## src/dpt_consts.svh

```systemverilog
// constants for the drive parameter telegram handler
`ifndef DPT_CONSTS_SVH
`define DPT_CONSTS_SVH
`define DPT_CMD_NONE 4'h0
`define DPT_CMD_READ 4'h1
`define DPT_CMD_WR_W 4'h2
`define DPT_CMD_WR_D 4'h3
`define DPT_CMD_WRE_D 4'hd
`define DPT_CMD_WRE_W 4'he
`define DPT_CMD_TEXT 4'hf
`define DPT_RSP_NONE 4'h0
`define DPT_RSP_WORD 4'h1
`define DPT_RSP_DWORD 4'h2
`define DPT_RSP_FAIL 4'h7
`define DPT_RSP_TEXT 4'hf
`define DPT_TXT_READ 8'h04
`define DPT_TXT_WRITE 8'h05
`define DPT_FLT_NO_PARAM 16'h0000
`define DPT_FLT_NO_WRITE 16'h0001
`define DPT_FLT_NO_INDEX 16'h0003
`define DPT_FLT_TYPE 16'h0005
`define DPT_DT_I16 8'h03
`define DPT_DT_I32 8'h04
`define DPT_DT_U8 8'h05
`define DPT_DT_U16 8'h06
`define DPT_DT_U32 8'h07
`define DPT_DT_TEXT 8'h09
`define DPT_DT_BYTES 8'h0a
`define DPT_DT_TDIFF 8'h0d
`define DPT_DT_RSVD 8'h21
`define DPT_DT_BITS 8'h23
`define DPT_CI_X100 8'h02
`define DPT_CI_X10 8'h01
`define DPT_CI_X1 8'h00
`define DPT_CI_D10 8'hff
`define DPT_CI_D100K 8'hfb
`define DPT_CI_D10B 8'h4a
`define DPT_NPAR 16
`define DPT_PAR_AW 4
`define DPT_MB_ADDR_MIN 8'h01
`define DPT_MB_ADDR_MAX 8'hf7
`define DPT_MB_BCAST 8'h00
`define DPT_PROT_NATIVE 1'b0
`define DPT_PROT_MODBUS 1'b1
`define DPT_RD_DAT 32'h0000_0000
`define DPT_RD_TYPE 32'h0000_0004
`define DPT_RD_SCALE 32'h0000_0008
`define DPT_RD_STAT 32'h0000_000c
`define DPT_RD_CTRL 32'h0000_0010
`define DPT_RD_PROT 32'h0000_0014
`define DPT_RD_PSEL 32'h0000_0018
`define DPT_CMD_LEN 8'h0e
`define DPT_ZERO16 16'h0000
`define DPT_ZERO8 8'h00
`endif

```

## src/dpt_pkg.sv

```systemverilog
// types for the drive parameter telegram handler
package dpt_pkg;
  // parameter block of one telegram, 12 bytes
  typedef struct packed {
    logic [3:0] code;
    logic [11:0] pnum;
    logic [15:0] index_word;
    logic [31:0] param_value_field;
    logic [15:0] pw1;
    logic [15:0] pw2;
  } dpt_tel_t;
  typedef struct packed {
    logic bcast;
    logic [7:0] length_byte;
  } dpt_hdr_t;
  typedef enum logic [1:0] {
    DPT_IDLE = 2'b00,
    DPT_EXEC = 2'b01,
    DPT_SEND = 2'b11
  } dpt_state_t;
endpackage

```

## src/dpt_decode.sv

```systemverilog
// decoder of a received parameter block into an action and an answer code
`timescale 1ns/1ps
`include "dpt_consts.svh"
module dpt_decode
  import dpt_pkg::*;
(
  input wire dpt_tel_t tel,
  input wire [7:0] dtype,
  input wire known,
  input wire writable,
  output logic do_write,
  output logic do_nvm,
  output logic fail,
  output logic [15:0] fault,
  output logic [3:0] rsp_code
);
  wire [3:0] c = tel.code;
  wire [7:0] ihi = tel.index_word[15:8];
  wire is_wr = (c == `DPT_CMD_WR_W) || (c == `DPT_CMD_WR_D) ||
               (c == `DPT_CMD_WRE_D) || (c == `DPT_CMD_WRE_W);
  wire is_txt = (c == `DPT_CMD_TEXT);
  wire txt_rd = is_txt && (ihi == `DPT_TXT_READ);
  wire txt_wr = is_txt && (ihi == `DPT_TXT_WRITE);
  wire txt_bad = is_txt && !txt_rd && !txt_wr;
  wire txt_type = (dtype == `DPT_DT_TEXT);
  wire is_rd = (c == `DPT_CMD_READ);
  wire bad_cmd = !(is_wr || is_txt || is_rd || c == `DPT_CMD_NONE);
  wire e_nop = !known && c != `DPT_CMD_NONE;
  wire e_wr = (is_wr || txt_wr) && !writable;
  wire e_ty = is_txt && !txt_type && !txt_bad;
  // fault selection in priority order
  assign fault = e_nop ? `DPT_FLT_NO_PARAM : (txt_bad || bad_cmd) ? `DPT_FLT_NO_INDEX :
                 e_ty ? `DPT_FLT_TYPE : e_wr ? `DPT_FLT_NO_WRITE : `DPT_ZERO16;
  assign fail = e_nop || txt_bad || bad_cmd || e_ty || e_wr;
  assign do_write = !fail && (is_wr || txt_wr);
  assign do_nvm = do_write && (c == `DPT_CMD_WRE_W || c == `DPT_CMD_WRE_D);
  assign rsp_code = fail ? `DPT_RSP_FAIL : is_txt ? `DPT_RSP_TEXT :
                    (c == `DPT_CMD_NONE) ? `DPT_RSP_NONE :
                    (c == `DPT_CMD_WR_D || c == `DPT_CMD_WRE_D) ? `DPT_RSP_DWORD :
                    (dtype == `DPT_DT_U32 || dtype == `DPT_DT_I32) ? `DPT_RSP_DWORD :
                    `DPT_RSP_WORD;
endmodule

```

## src/dpt_wb.sv

```systemverilog
// classic wishbone slave decode with one-cycle ack
`timescale 1ns/1ps
`include "dpt_consts.svh"
module dpt_wb (
  input wire CLK,
  input wire RST_N,
  input wire cyc,
  input wire stb,
  output logic ack_r,
  output logic req
);
  // ack drops the cycle after it rises, so a held request is taken once
  assign req = cyc && stb && !ack_r;
  always_ff @(posedge CLK or negedge RST_N) begin
    if (!RST_N) begin
      ack_r <= 1'b0;
    end else begin
      ack_r <= req;
    end
  end
endmodule

```

## src/dpt_top.sv

```systemverilog
// drive parameter telegram interpreter with wishbone register access
`timescale 1ns/1ps
`include "dpt_consts.svh"
// Behaviour
// - value field is two words, meaning by command
// - read returns current value in value field
// - write stores value field as new content
// - enumerated choices are written as option index
// - text read: command F, index high 4
// - text write: command F, index high 5
// - text length carried in length byte
// - text read only for data type 9
// - data type codes as fixed table
// - whole numbers scaled by conversion index
// - two process words in fixed order
// - command E writes working and nonvolatile memory
// - under modbus only answer, never initiate
// - no answer to broadcast queries
// - errors give error answer or silence
// - protocol select, modbus address 1 to 247
// - code in bits 15:12, number 11:0
// - failure answers code 7 plus fault
// - only index low byte selects array element
module dpt_top
  import dpt_pkg::*;
(
  input wire CLK,
  input wire RST_N,
  input wire WB_CYC_I,
  input wire WB_STB_I,
  input wire WB_WE_I,
  input wire [31:0] WB_ADR_I,
  input wire [31:0] WB_DAT_I,
  input wire [3:0] WB_SEL_I,
  output logic [31:0] WB_DAT_O,
  output logic WB_ACK_O,
  input wire TEL_VALID,
  input wire [7:0] TEL_LENGTH,
  input wire TEL_BCAST,
  input wire TEL_RX_ERR,
  input wire [95:0] TEL_DATA,
  output logic RSP_VALID,
  output logic [95:0] RSP_DATA,
  output logic [7:0] RSP_LENGTH,
  output logic NVM_WRITE,
  output logic [11:0] NVM_PNUM,
  output logic [31:0] CTRL_REF,
  output logic PROTOCOL_SEL,
  output logic [7:0] MB_ADDR
);
  // parameter store; index low byte picks the element
  logic [31:0] par_val_r [0:`DPT_NPAR-1];
  logic [7:0] par_type_r [0:`DPT_NPAR-1];
  logic [7:0] par_scale_r [0:`DPT_NPAR-1];
  logic par_wr_r [0:`DPT_NPAR-1];
  logic [`DPT_PAR_AW-1:0] psel_r;
  logic [15:0] status_r;
  logic [15:0] outfreq_r;
  logic prot_r;
  logic [7:0] mbaddr_r;
  logic [1:0] errmode_r;
  logic [7:0] rx_cnt_r;
  dpt_state_t state_r;
  dpt_tel_t tel_r;
  dpt_hdr_t hdr_r;
  logic [31:0] dat_r;
  logic ack_w;
  logic req_w;
  dpt_wb u_wb (
    .CLK(CLK),
    .RST_N(RST_N),
    .cyc(WB_CYC_I),
    .stb(WB_STB_I),
    .ack_r(ack_w),
    .req(req_w)
  );
  // element address from parameter number and index low byte
  function automatic logic [`DPT_PAR_AW-1:0] dpt_slot(input logic [11:0] pn,
                                                       input logic [7:0] il);
    logic [`DPT_PAR_AW:0] sum;
    sum = {1'b0, pn[`DPT_PAR_AW-1:0]} + {1'b0, il[`DPT_PAR_AW-1:0]};
    // the carry is dropped on purpose: slots wrap around the store
    dpt_slot = sum[`DPT_PAR_AW-1:0];
  endfunction
  function automatic logic dpt_known(input logic [11:0] pn, input logic [7:0] il);
    dpt_known = (pn < 12'(`DPT_NPAR)) && (il < 8'(`DPT_NPAR));
  endfunction
  wire [`DPT_PAR_AW-1:0] slot = dpt_slot(tel_r.pnum, tel_r.index_word[7:0]);
  wire known = dpt_known(tel_r.pnum, tel_r.index_word[7:0]) &&
               (32'(slot) < `DPT_NPAR);
  logic do_write;
  logic do_nvm;
  logic fail;
  logic [15:0] fault;
  logic [3:0] rsp_code;
  dpt_decode u_dec (
    .tel(tel_r),
    .dtype(par_type_r[slot]),
    .known(known),
    .writable(par_wr_r[slot]),
    .do_write(do_write),
    .do_nvm(do_nvm),
    .fail(fail),
    .fault(fault),
    .rsp_code(rsp_code)
  );
  // bus decode
  wire wr = req_w && WB_WE_I && WB_SEL_I == 4'hf;
  wire a_dat = WB_ADR_I == `DPT_RD_DAT;
  wire a_type = WB_ADR_I == `DPT_RD_TYPE;
  wire a_scale = WB_ADR_I == `DPT_RD_SCALE;
  wire a_stat = WB_ADR_I == `DPT_RD_STAT;
  wire a_ctrl = WB_ADR_I == `DPT_RD_CTRL;
  wire a_prot = WB_ADR_I == `DPT_RD_PROT;
  wire a_psel = WB_ADR_I == `DPT_RD_PSEL;
  // bad modbus addresses are dropped so the slave never takes 0 or 248 up
  wire mb_ok = WB_DAT_I[15:8] >= `DPT_MB_ADDR_MIN && WB_DAT_I[15:8] <= `DPT_MB_ADDR_MAX;
  wire [31:0] rd_mux = a_dat ? par_val_r[psel_r] :
                       a_type ? {24'h0, par_type_r[psel_r]} :
                       a_scale ? {23'h0, par_wr_r[psel_r], par_scale_r[psel_r]} :
                       a_stat ? {outfreq_r, status_r} :
                       a_ctrl ? CTRL_REF :
                       a_prot ? {14'h0, errmode_r, mbaddr_r, 7'h0, prot_r} :
                       a_psel ? {28'h0, psel_r} : 32'h0;
  // an unmapped address reads zero, writes are ignored
  always_ff @(posedge CLK or negedge RST_N) begin
    if (!RST_N) begin
      dat_r <= 32'h0;
    end else if (req_w) begin
      dat_r <= rd_mux;
    end
  end
  assign WB_DAT_O = dat_r;
  assign WB_ACK_O = ack_w;
  // configuration registers
  always_ff @(posedge CLK or negedge RST_N) begin
    if (!RST_N) begin
      prot_r <= `DPT_PROT_NATIVE;
      mbaddr_r <= `DPT_MB_ADDR_MIN;
      errmode_r <= 2'h0;
      psel_r <= '0;
      status_r <= `DPT_ZERO16;
      outfreq_r <= `DPT_ZERO16;
    end else if (wr) begin
      if (a_prot) begin
        prot_r <= WB_DAT_I[0];
        errmode_r <= WB_DAT_I[17:16];
        if (mb_ok) mbaddr_r <= WB_DAT_I[15:8];
      end
      if (a_psel) psel_r <= WB_DAT_I[`DPT_PAR_AW-1:0];
      if (a_stat) begin
        status_r <= WB_DAT_I[15:0];
        outfreq_r <= WB_DAT_I[31:16];
      end
    end
  end
  // parameter store: software sets attributes, telegrams change values
  // a garbled telegram is never acted on, whatever its command says
  wire rx_bad = rx_cnt_r != `DPT_ZERO8;
  wire tel_wr = (state_r == DPT_EXEC) && do_write && !rx_bad;
  always_ff @(posedge CLK or negedge RST_N) begin
    if (!RST_N) begin
      for (int i = 0; i < `DPT_NPAR; i++) begin
        par_val_r[i] <= 32'h0;
        par_type_r[i] <= `DPT_DT_U16;
        par_scale_r[i] <= `DPT_CI_X1;
        par_wr_r[i] <= 1'b1;
      end
    end else begin
      if (tel_wr) begin
        par_val_r[slot] <= tel_r.param_value_field;
      end else if (wr && a_dat) begin
        par_val_r[psel_r] <= WB_DAT_I;
      end
      if (wr && a_type) par_type_r[psel_r] <= WB_DAT_I[7:0];
      if (wr && a_scale) begin
        par_scale_r[psel_r] <= WB_DAT_I[7:0];
        par_wr_r[psel_r] <= WB_DAT_I[8];
      end
    end
  end
  // telegram engine: catch, execute, answer
  wire silent = hdr_r.bcast || (fail && errmode_r[0]);
  // a receive error answers as a failure unless software asked for silence
  wire [3:0] ans_code = rx_bad ? `DPT_RSP_FAIL : rsp_code;
  wire [31:0] rd_val = (fail || rx_bad) ? {`DPT_ZERO16, fault} :
                       par_val_r[slot];
  always_ff @(posedge CLK or negedge RST_N) begin
    if (!RST_N) begin
      state_r <= DPT_IDLE;
      tel_r <= '0;
      hdr_r <= '0;
      rx_cnt_r <= `DPT_ZERO8;
      RSP_VALID <= 1'b0;
      RSP_DATA <= '0;
      RSP_LENGTH <= `DPT_ZERO8;
      NVM_WRITE <= 1'b0;
      NVM_PNUM <= 12'h0;
      CTRL_REF <= 32'h0;
    end else begin
      RSP_VALID <= 1'b0;
      NVM_WRITE <= 1'b0;
      case (state_r)
        DPT_IDLE: begin
          // the engine only reacts to incoming queries, it never starts one
          if (TEL_VALID) begin
            tel_r <= TEL_DATA;
            hdr_r <= '{bcast: TEL_BCAST, length_byte: TEL_LENGTH};
            rx_cnt_r <= {7'h0, TEL_RX_ERR};
            state_r <= DPT_EXEC;
          end
        end
        DPT_EXEC: begin
          if (!rx_bad) begin
            CTRL_REF <= {tel_r.pw2, tel_r.pw1};
          end
          NVM_WRITE <= do_nvm && !rx_bad;
          NVM_PNUM <= tel_r.pnum;
          state_r <= DPT_SEND;
        end
        DPT_SEND: begin
          RSP_VALID <= !silent && !(rx_bad && errmode_r[1]);
          RSP_DATA <= {ans_code, tel_r.pnum, tel_r.index_word, rd_val, status_r, outfreq_r};
          RSP_LENGTH <= (tel_r.code == `DPT_CMD_TEXT) ? hdr_r.length_byte :
                        `DPT_CMD_LEN;
          rx_cnt_r <= `DPT_ZERO8;
          state_r <= DPT_IDLE;
        end
        default: state_r <= DPT_IDLE;
      endcase
    end
  end
  assign PROTOCOL_SEL = prot_r;
  assign MB_ADDR = mbaddr_r;
endmodule

```

## config.mk

```make
export PLATFORM = sky130hd
export DESIGN_NAME = dpt_top
export DESIGN_NICKNAME = d
export VERILOG_FILES = /design/src/dpt_pkg.sv /design/src/dpt_decode.sv /design/src/dpt_wb.sv /design/src/dpt_top.sv
export VERILOG_INCLUDE_DIRS = /design/src /design/src/src
export SDC_FILE = /design/constraint.sdc
export NUM_CORES = 2
export LEC_CHECK = 0
export BUFFER_PORTS_ARGS = -buffer_cell sky130_fd_sc_hd__buf_2
export CAP_MARGIN = 10
export CORE_MARGIN = 2
export CORE_UTILIZATION = 43
export CTS_CLUSTER_SIZE = 25
export DETAILED_ROUTE_END_ITERATION = 10
export SLEW_MARGIN = 20
export SYNTH_ARGS = -nofsm -noshare
export SYNTH_HDL_FRONTEND = slang
export SYNTH_SLANG_ARGS = --single-unit
```

## constraint.sdc

```tcl
create_clock -name CLK -period 4.8 [get_ports CLK]
set_input_delay 0.72 -clock CLK [delete_from_list [all_inputs] [get_ports CLK]]
set_output_delay 0.72 -clock CLK [all_outputs]
set_load 0.1 [all_outputs]
```

## Yosys cells after proc, flatten, opt, wreduce, memory -nomap -nowiden

Cells that the tools add are included.

| word-level totals | value |
|---|---|
| memory bits (writable) | 0 |
| word-level logic and storage cells | 252 |
| register bits after elaboration | 1129 |
| input port bits | 180 |
| output and inout port bits | 192 |
| bits in latches | 0 |
| memories | 0 |
| memory bits (read-only) | 0 |

| cells by class | value |
|---|---|
| reductions and logical operators | 70 |
| bitwise operators | 3 |
| multiplexer cells | 61 |
| shift operators | 0 |
| add/subtract/negate cells | 1 |
| magnitude comparators | 8 |
| div/mod/pow operators | 0 |
| multipliers | 0 |
| equality and inequality tests | 21 |

Operator list:

| operator | count |
|---|---|
| $bwmux W512 | 2 |
| $mux W512 | 2 |
| $mux W32 | 12 |
| $bmux W32 S4 | 2 |
| $bwmux W128 | 2 |
| $demux W32 S4 | 2 |
| $bmux W8 S4 | 3 |
| $eq A32 B5 Y1 const B | 3 |
| $mux W8 | 9 |
| $eq A32 B4 Y1 const B | 2 |
| $mux W16 | 3 |
| $demux W8 S4 | 1 |
| $eq A32 B3 Y1 const B | 1 |
| $eq A8 B3 Y1 const B | 4 |
| $logic_not A32 Y1 | 1 |
| $logic_and A1 B1 Y1 | 27 |
| $mux W4 | 6 |
| $mux W18 | 1 |
| $logic_or A1 B1 Y1 | 17 |
| $bwmux W16 | 1 |
| $eq A4 B4 Y1 const B | 4 |
| $pmux W8 S2 | 1 |
| $logic_not A1 Y1 | 12 |
| $lt A12 B5 Y1 const B | 1 |
| 26 further kinds | 45 |

## Longest topological paths before layout

| depth | value |
|---|---|
| depth in word-level cells | 16 |
| gate-level depth with buffers | 15 |
| mapped depth without buffers | 10 |

## Cells and area by module

A second synthesis with hierarchy kept.

| second synthesis, totals | value |
|---|---|
| cell total of the unflattened synthesis | 5152 |
| area total of the unflattened synthesis | 58687.5 um^2 |

Modules (own cells, without submodules):

| module | cells an instance | area each (um^2) | instances | sequential area each (um^2) |
|---|---|---|---|---|
| dpt_top | 5082 | 58198.3 | 1 | 28113.2 |
| dpt_decode | 68 | 455.4 | 1 | 0.0 |
| dpt_wb | 2 | 33.8 | 1 | 25.0 |

## Worst setup path after synthesis

OpenSTA, ideal clock, no wires.

| path | value |
|---|---|
| path kind | register -> register |
| from | register tel_r[64] (netlist name) |
| to | register par_val_r[288] (netlist name) |
| required time | 4.676 ns |
| slack | 1.131 ns |
| arrival | 3.545 ns |
| path buffers | 4 |
| library setup time | 0.124 ns |
| cell stages (with the launch flop) | 15 |
| period minus slack after synthesis | 3.669 ns |
| cell sequence | dfrtp_1 > ha_1 > fa_1 > buf_4 > nor4_1 > a21oi_1 > mux4_2 > a211oi_2 > o21a_2 > buf_4 > o21ai_2 > buf_2 > clkbuf_1 > and3_1 > a211o_1 |

| between the ends | value |
|---|---|
| longest elaborated chain between the ends | 16 |
| elaborated cells between the ends (all ways) | 34 |
| those cells by class | add/sub: 1; order compare: 3; eq/ne: 1; mux: 10; bitwise: 1; reduce/logical: 18 |

Ends and longest elaborated chain:

| item | RTL line | text |
|---|---|---|
| from (decl) | dpt_top.sv:64 | `dpt_tel_t tel_r;` |
| from (signal assigned) | dpt_top.sv:191 | `tel_r <= '0;` |
| from (signal assigned) | dpt_top.sv:207 | `tel_r <= TEL_DATA;` |
| $add A4 B4 Y4 | dpt_top.sv:81 | `` sum = {1'b0, pn[`DPT_PAR_AW-1:0]} + {1'b0, il[`DPT_PAR_AW-1:0]}; `` |
| $not A4 Y5 (implied by the code) | dpt_top.sv:98, dpt_top.sv:100, dpt_top.sv:171 |  |
| $bmux W8 S4 | dpt_top.sv:98 | `.dtype(par_type_r[slot]),` |
| $mux W8 (implied by the code) (2 in series) | dpt_top.sv:98 |  |
| $eq A8 B4 Y1 (no line) | -- |  |
| $logic_not A1 Y1 | dpt_decode.sv:30 | `wire e_ty = is_txt && !txt_type && !txt_bad;` |
| $logic_and A1 B1 Y1 (2 in series) | dpt_decode.sv:30 |  |
| $logic_or A1 B1 Y1 (2 in series) | dpt_decode.sv:34 | `assign fail = e_nop \|\| txt_bad \|\| bad_cmd \|\| e_ty \|\| e_wr;` |
| $logic_not A1 Y1 | dpt_decode.sv:35 | `assign do_write = !fail && (is_wr \|\| txt_wr);` |
| $logic_and A1 B1 Y1 | dpt_decode.sv:35 |  |
| $logic_and A1 B1 Y1 (2 in series) | dpt_top.sv:160 | `wire tel_wr = (state_r == DPT_EXEC) && do_write && !rx_bad;` |
| $mux W512 / $reduce_bool A2 Y1 (equally long branches) | -- |  |
| to (signal, indexed assignment) | dpt_top.sv:171 | `par_val_r[slot] <= tel_r.param_value_field;` |
| to (decl) | dpt_top.sv:52 | `` logic [31:0] par_val_r [0:`DPT_NPAR-1]; `` |

Several ways; a longest one is shown, not always the timed one. The select of a mux whose other input is x is not followed.
A chain may end at the register's enable or synchronous reset.

## Worst setup path in the final report

| path | value |
|---|---|
| from | register tel_r[80] (netlist name) |
| to | register par_val_r[140] (netlist name) |

Same word-level chain as after synthesis.

==> run summary <==
The synthesized netlist occupies a cell area of 59910 sq um. The peak ir drop on the vdd network came out at 0.0006247 V. Once layout is done, the placed cells without fillers occupy 68770 sq um. For the worst setup path, the data required time is 5.49 ns. During placement, the flow inserted port buffers numbering 371. Entering global routing, the biggest net connects 134 pins. During synthesis, Yosys emitted a total of 0 warnings. TritonCTS built the clock tree. Synthesis produced 5083 cells. Of the synthesized area, sequential elements account for 46.96%. The synthesized design spends more area on one cell type than any other, namely sky130_fd_sc_hd__dfrtp_1. The worst hold path passes through 3 cells. A synthesized cell averages 11.79 sq um. Post-synthesis register bit count: 1122. After Yosys synthesis, XOR and XNOR cells account for 0.1044% of the synthesized area. The area share of the leading cell type in the synthesized netlist works out to 44.82%. The global route total overflow came out at 0.

The latest clock arrival within the worst-skew pair was 0.77 ns; the top achievable clock speed was 217.1 MHz. The number of distinct library cells after synthesis came out at 84. The post-detailed-routing wire length is 233.7 mm. The run gives 26.85% as the relative slew slack. The mux contribution to synthesized area was 24.30%; the number of design-rule violations left by the first detailed-router iteration was 6068.

The logs give 48150 for the via count of the first global-routing pass and 32.45% for the combined global-route utilization of all metal layers. The tools report the post-layout total power as 0.03949 W. The cell depth of the worst flop-to-flop path was 11; the number of nets with antenna violations after detailed routing was 0.

The synthesized-area fraction occupied by ao, oa, aoi and oai cells is 11.59%, and the instance count on the critical path is 11. The floorplan has 136 rows. Post-CTS clock slew at the launch and capture registers of the worst setup and hold paths: 0.06 ns.

After routing, the total negative slack on setup checks comes to 0 ns. The number of hold violations in the final report is 0. Post-synthesis share of cell area spent on and, or, nand and nor gates: 12.56%.

The die covers 142300 sq um. The weighted congestion at the end of routability-driven global placement is 0.9081, and the area overhead of the layout relative to synthesis is 14.78%. The longest clock path from root to sink contains 3 buffers. The first global-routing pass estimated 339.3 mm of wire. Among all flip-flop cells after synthesis, the most frequent one is sky130_fd_sc_hd__dfrtp_1.

Of the total synthesized cell area, the portion taken by full adders, half adders and majority gates is 0.09606%. During I/O placement, the number of pins put on the boundary was 372. Counting flops with a built-in enable in the synthesized netlist gives 0. Setup violations remaining at the end of the flow were counted as 0. Sorting the synthesized cells by area gives the leading types as sky130_fd_sc_hd__dfrtp_1 (45%), sky130_fd_sc_hd__mux4_2 (15%), sky130_fd_sc_hd__mux2_2 (8.9%), sky130_fd_sc_hd__nand2_1 (3.8%), sky130_fd_sc_hd__o211a_1 (3.2%).

The number of max-slew violations in the final report is 0. Of all nets on the critical path, the largest fanout is 47. In the routed design, unresolved DRC markers number 0.

Setup repair after global routing left no endpoint under its margin. The number of H-tree branching levels came out at 3. The peak per-stage delay on the critical path is 0.83 ns, and the width of the die is 377.3 microns. The floorplan die height works out to 377.3 microns.

At the pin with the least slew margin, the transition time is 1.097 ns. Of the cells placed in the final design, the portion with a size suffix greater than 1 is 33.51%. Across the run, the number of max-cap violations was 0. After synthesis, the share of flip-flops with an asynchronous set or reset is 100.0%. Clock skew on the completed layout was measured at 0.04817 ns.

The worst setup path is launched from a register. The first TritonRoute pass finished after 6 iterations. The endpoint kind of the worst setup timing path was a register. Number of nets in the layout: 5441.

Using the TritonRoute via totals, the vias-per-cell ratio works out to 6.789. Counting every net in the synthesized netlist gives 5267. The cell sitting at the root of the clock tree is a sky130_fd_sc_hd__clkbuf_16. The routed length per instance is 32.64 microns. Path category of the worst min-delay check: input port to register.

The cell family with the largest share of critical-path delay is compound AO/OA/AOI/OAI gates. The post-DP HPWL was 146.5 mm; the instance area at placement was 64340 sq um. For this configuration, the core starts out at a cell density of 43.47%.

After synthesis, the largest family of logic cells by area is multiplexers. For this design the ratio of total power to cell area is 574.2 nW/um^2. The time the worst path needs with I/O delays and setup works out to 4.607 ns.

TritonCTS created 121 clock buffers. The tools report the leakage power figure as 32.75 nW. The initial antenna violation count was 21. The flow ran to the end, and the final reports show no timing, DRC or antenna violations. The commonest non-fill, non-tap cell in the layout was sky130_fd_sc_hd__dfrtp_1. The slowest stage of the critical path belongs to the cell sky130_fd_sc_hd__xnor2_2.

The fraction of the cycle the final worst path needs was 95.98%; the number of clock sinks was 1122. Leaving out fill and tap cells, the most frequent cells in the layout are sky130_fd_sc_hd__dfrtp_1 (1069), sky130_fd_sc_hd__nand2_1 (601), sky130_fd_sc_hd__mux2_2 (474). For the number of vias in the routed layout, the log shows 48610. For the least setup slack across all paths after layout, the log shows 0.1931 ns.

Data arrives at the worst endpoint at 5.29 ns. The number of buffer and inverter instances along the worst setup path works out to 1. Traced cell by cell, the critical path runs through ha_4 -> fa_4 -> xnor2_2 -> mux2i_1 -> nand4_1 -> and4b_1 -> o21a_2 -> o31ai_4 -> buf_4 -> a32oi_1 -> nand2_1. The tools report the post-place setup slack as 0.1763 ns.

The worst setup path is of the register to register kind. After floorplanning, the core was sized to cover 137800 sq um.
==> flip-flops by register name, indices dropped and copies added, names as in the netlist, 9 cells and up <==
signal,cells
NVM_PNUM,12
RSP_DATA,96
par_type_r,128
outfreq_r,16
status_r,16
WB_DAT_O,32
CTRL_REF,32
par_scale_r,128
par_wr_r,16
par_val_r,512
tel_r,96
hdr_r,9
==> through the flow <==
stage | util, % | cells | hold WS, ns
floorplan | - | 5083 | 0.4244
detailed placement | 46.68 | 6924 | 0.4509
global placement | 46.68 | 6924 | 0.4453
global route | 49.89 | 7156 | 0.1783
finish | 49.89 | 7160 | 0.1684
CTS | 49.82 | 7151 | 0.1305
==> repair_timing <==
item                                    CTS  global route
hold buffers                              1             0
buffers inserted                          0             3
endpoints found under the setup margin    0            61
gates resized for setup                   0             3
hold endpoints to repair                  4             0
==> cell usage after synthesis, types with 6 or more instances <==
library cell	count
sky130_fd_sc_hd__nand2b_1	8
sky130_fd_sc_hd__nand3_1	329
sky130_fd_sc_hd__and3_1	134
sky130_fd_sc_hd__a211o_1	62
sky130_fd_sc_hd__a222oi_1	25
sky130_fd_sc_hd__or3_1	194
sky130_fd_sc_hd__a211oi_1	6
sky130_fd_sc_hd__mux4_2	395
sky130_fd_sc_hd__nor4_1	20
sky130_fd_sc_hd__dfrtp_1	1073
sky130_fd_sc_hd__mux2i_4	6
sky130_fd_sc_hd__buf_6	18
sky130_fd_sc_hd__buf_2	87
sky130_fd_sc_hd__o21ai_1	50
sky130_fd_sc_hd__o21ai_0	79
sky130_fd_sc_hd__mux2i_1	17
sky130_fd_sc_hd__nor3_1	54
sky130_fd_sc_hd__a21o_1	42
sky130_fd_sc_hd__dfstp_2	49
sky130_fd_sc_hd__or2_2	6
sky130_fd_sc_hd__o22ai_1	36
sky130_fd_sc_hd__nor2_1	171
sky130_fd_sc_hd__o211a_1	190
sky130_fd_sc_hd__mux2_2	474
sky130_fd_sc_hd__buf_1	51
sky130_fd_sc_hd__a22oi_1	67
sky130_fd_sc_hd__clkbuf_1	372
sky130_fd_sc_hd__nand4_1	6
sky130_fd_sc_hd__a21oi_1	95
sky130_fd_sc_hd__inv_1	75
sky130_fd_sc_hd__a22o_1	32
sky130_fd_sc_hd__nor3b_1	15
sky130_fd_sc_hd__nand3b_1	6
sky130_fd_sc_hd__a2111oi_4	7
sky130_fd_sc_hd__buf_4	13
sky130_fd_sc_hd__nand2_1	605
sky130_fd_sc_hd__a32oi_1	129
==> logic make-up after synthesis <==
| group | count (synthesis) |
|---|---|
| adder cells (fa/ha/maj) | 4 |
| XOR/XNOR | 5 |
| AO/OA/AOI/OAI | 866 |
| multiplexers | 894 |
| buffers and inverters | 617 |
| AND/OR/NAND/NOR | 1575 |
| flip-flops | 1122 |
==> metal layers <==
layer  track usage, %  share of wire [%]  vias to the layer above
li1                 -                  -                    19510
met1            42.65                 38                    25160
met2            49.20                 45                     3134
met3            8.687                 12                      783
met4            17.18                5.7                       24
met5                0              0.097                        -
==> path summary, 6_finish.rpt <==
kind / startpoint / to / slack, ns
max: tel_r[80] / par_val_r[140] / 0.19
min: TEL_RX_ERR / rx_cnt_r[0] / 0.17
max reg2reg: tel_r[80] / par_val_r[140] / 0.19
min reg2reg: RSP_LENGTH[5] / RSP_LENGTH[5] / 0.47
max in group asynchronous: RST_N / RSP_DATA[78] / 2.80
min in group asynchronous: RST_N / par_scale_r[126] / 0.55
==> worst reg2reg max path: stages (launching register included) <==
cell,delay (ns)
sky130_fd_sc_hd__dfrtp_1,0.44
sky130_fd_sc_hd__ha_4,0.20
sky130_fd_sc_hd__fa_4,0.56
sky130_fd_sc_hd__xnor2_2,0.83
sky130_fd_sc_hd__mux2i_1,0.32
sky130_fd_sc_hd__nand4_1,0.14
sky130_fd_sc_hd__and4b_1,0.26
sky130_fd_sc_hd__o21a_2,0.31
sky130_fd_sc_hd__o31ai_4,0.52
sky130_fd_sc_hd__buf_4,0.60
sky130_fd_sc_hd__a32oi_1,0.24
sky130_fd_sc_hd__nand2_1,0.12
==> power breakdown <==
group          leakage (nW)  internal, W  total [W]  switching (W)
clock network          2.12      0.00612     0.0102        0.00413
registers              14.7       0.0104     0.0118        0.00140
logic                  15.9      0.00461     0.0175         0.0128
total                  32.8       0.0211     0.0395         0.0184
==> cell type report <==
type,count,area (sq um)
Clock inverter,47,690.7
Fill cell,12200,69060
Sequential cell,1122,28150
Tap cell,1794,2245
Clock buffer,179,3631
Multi-Input combinational cell,3344,29540
Timing Repair Buffer,593,4214
Antenna cell,6,15.01
Inverter,75,281.5
(Power assumes the default switching activity.)
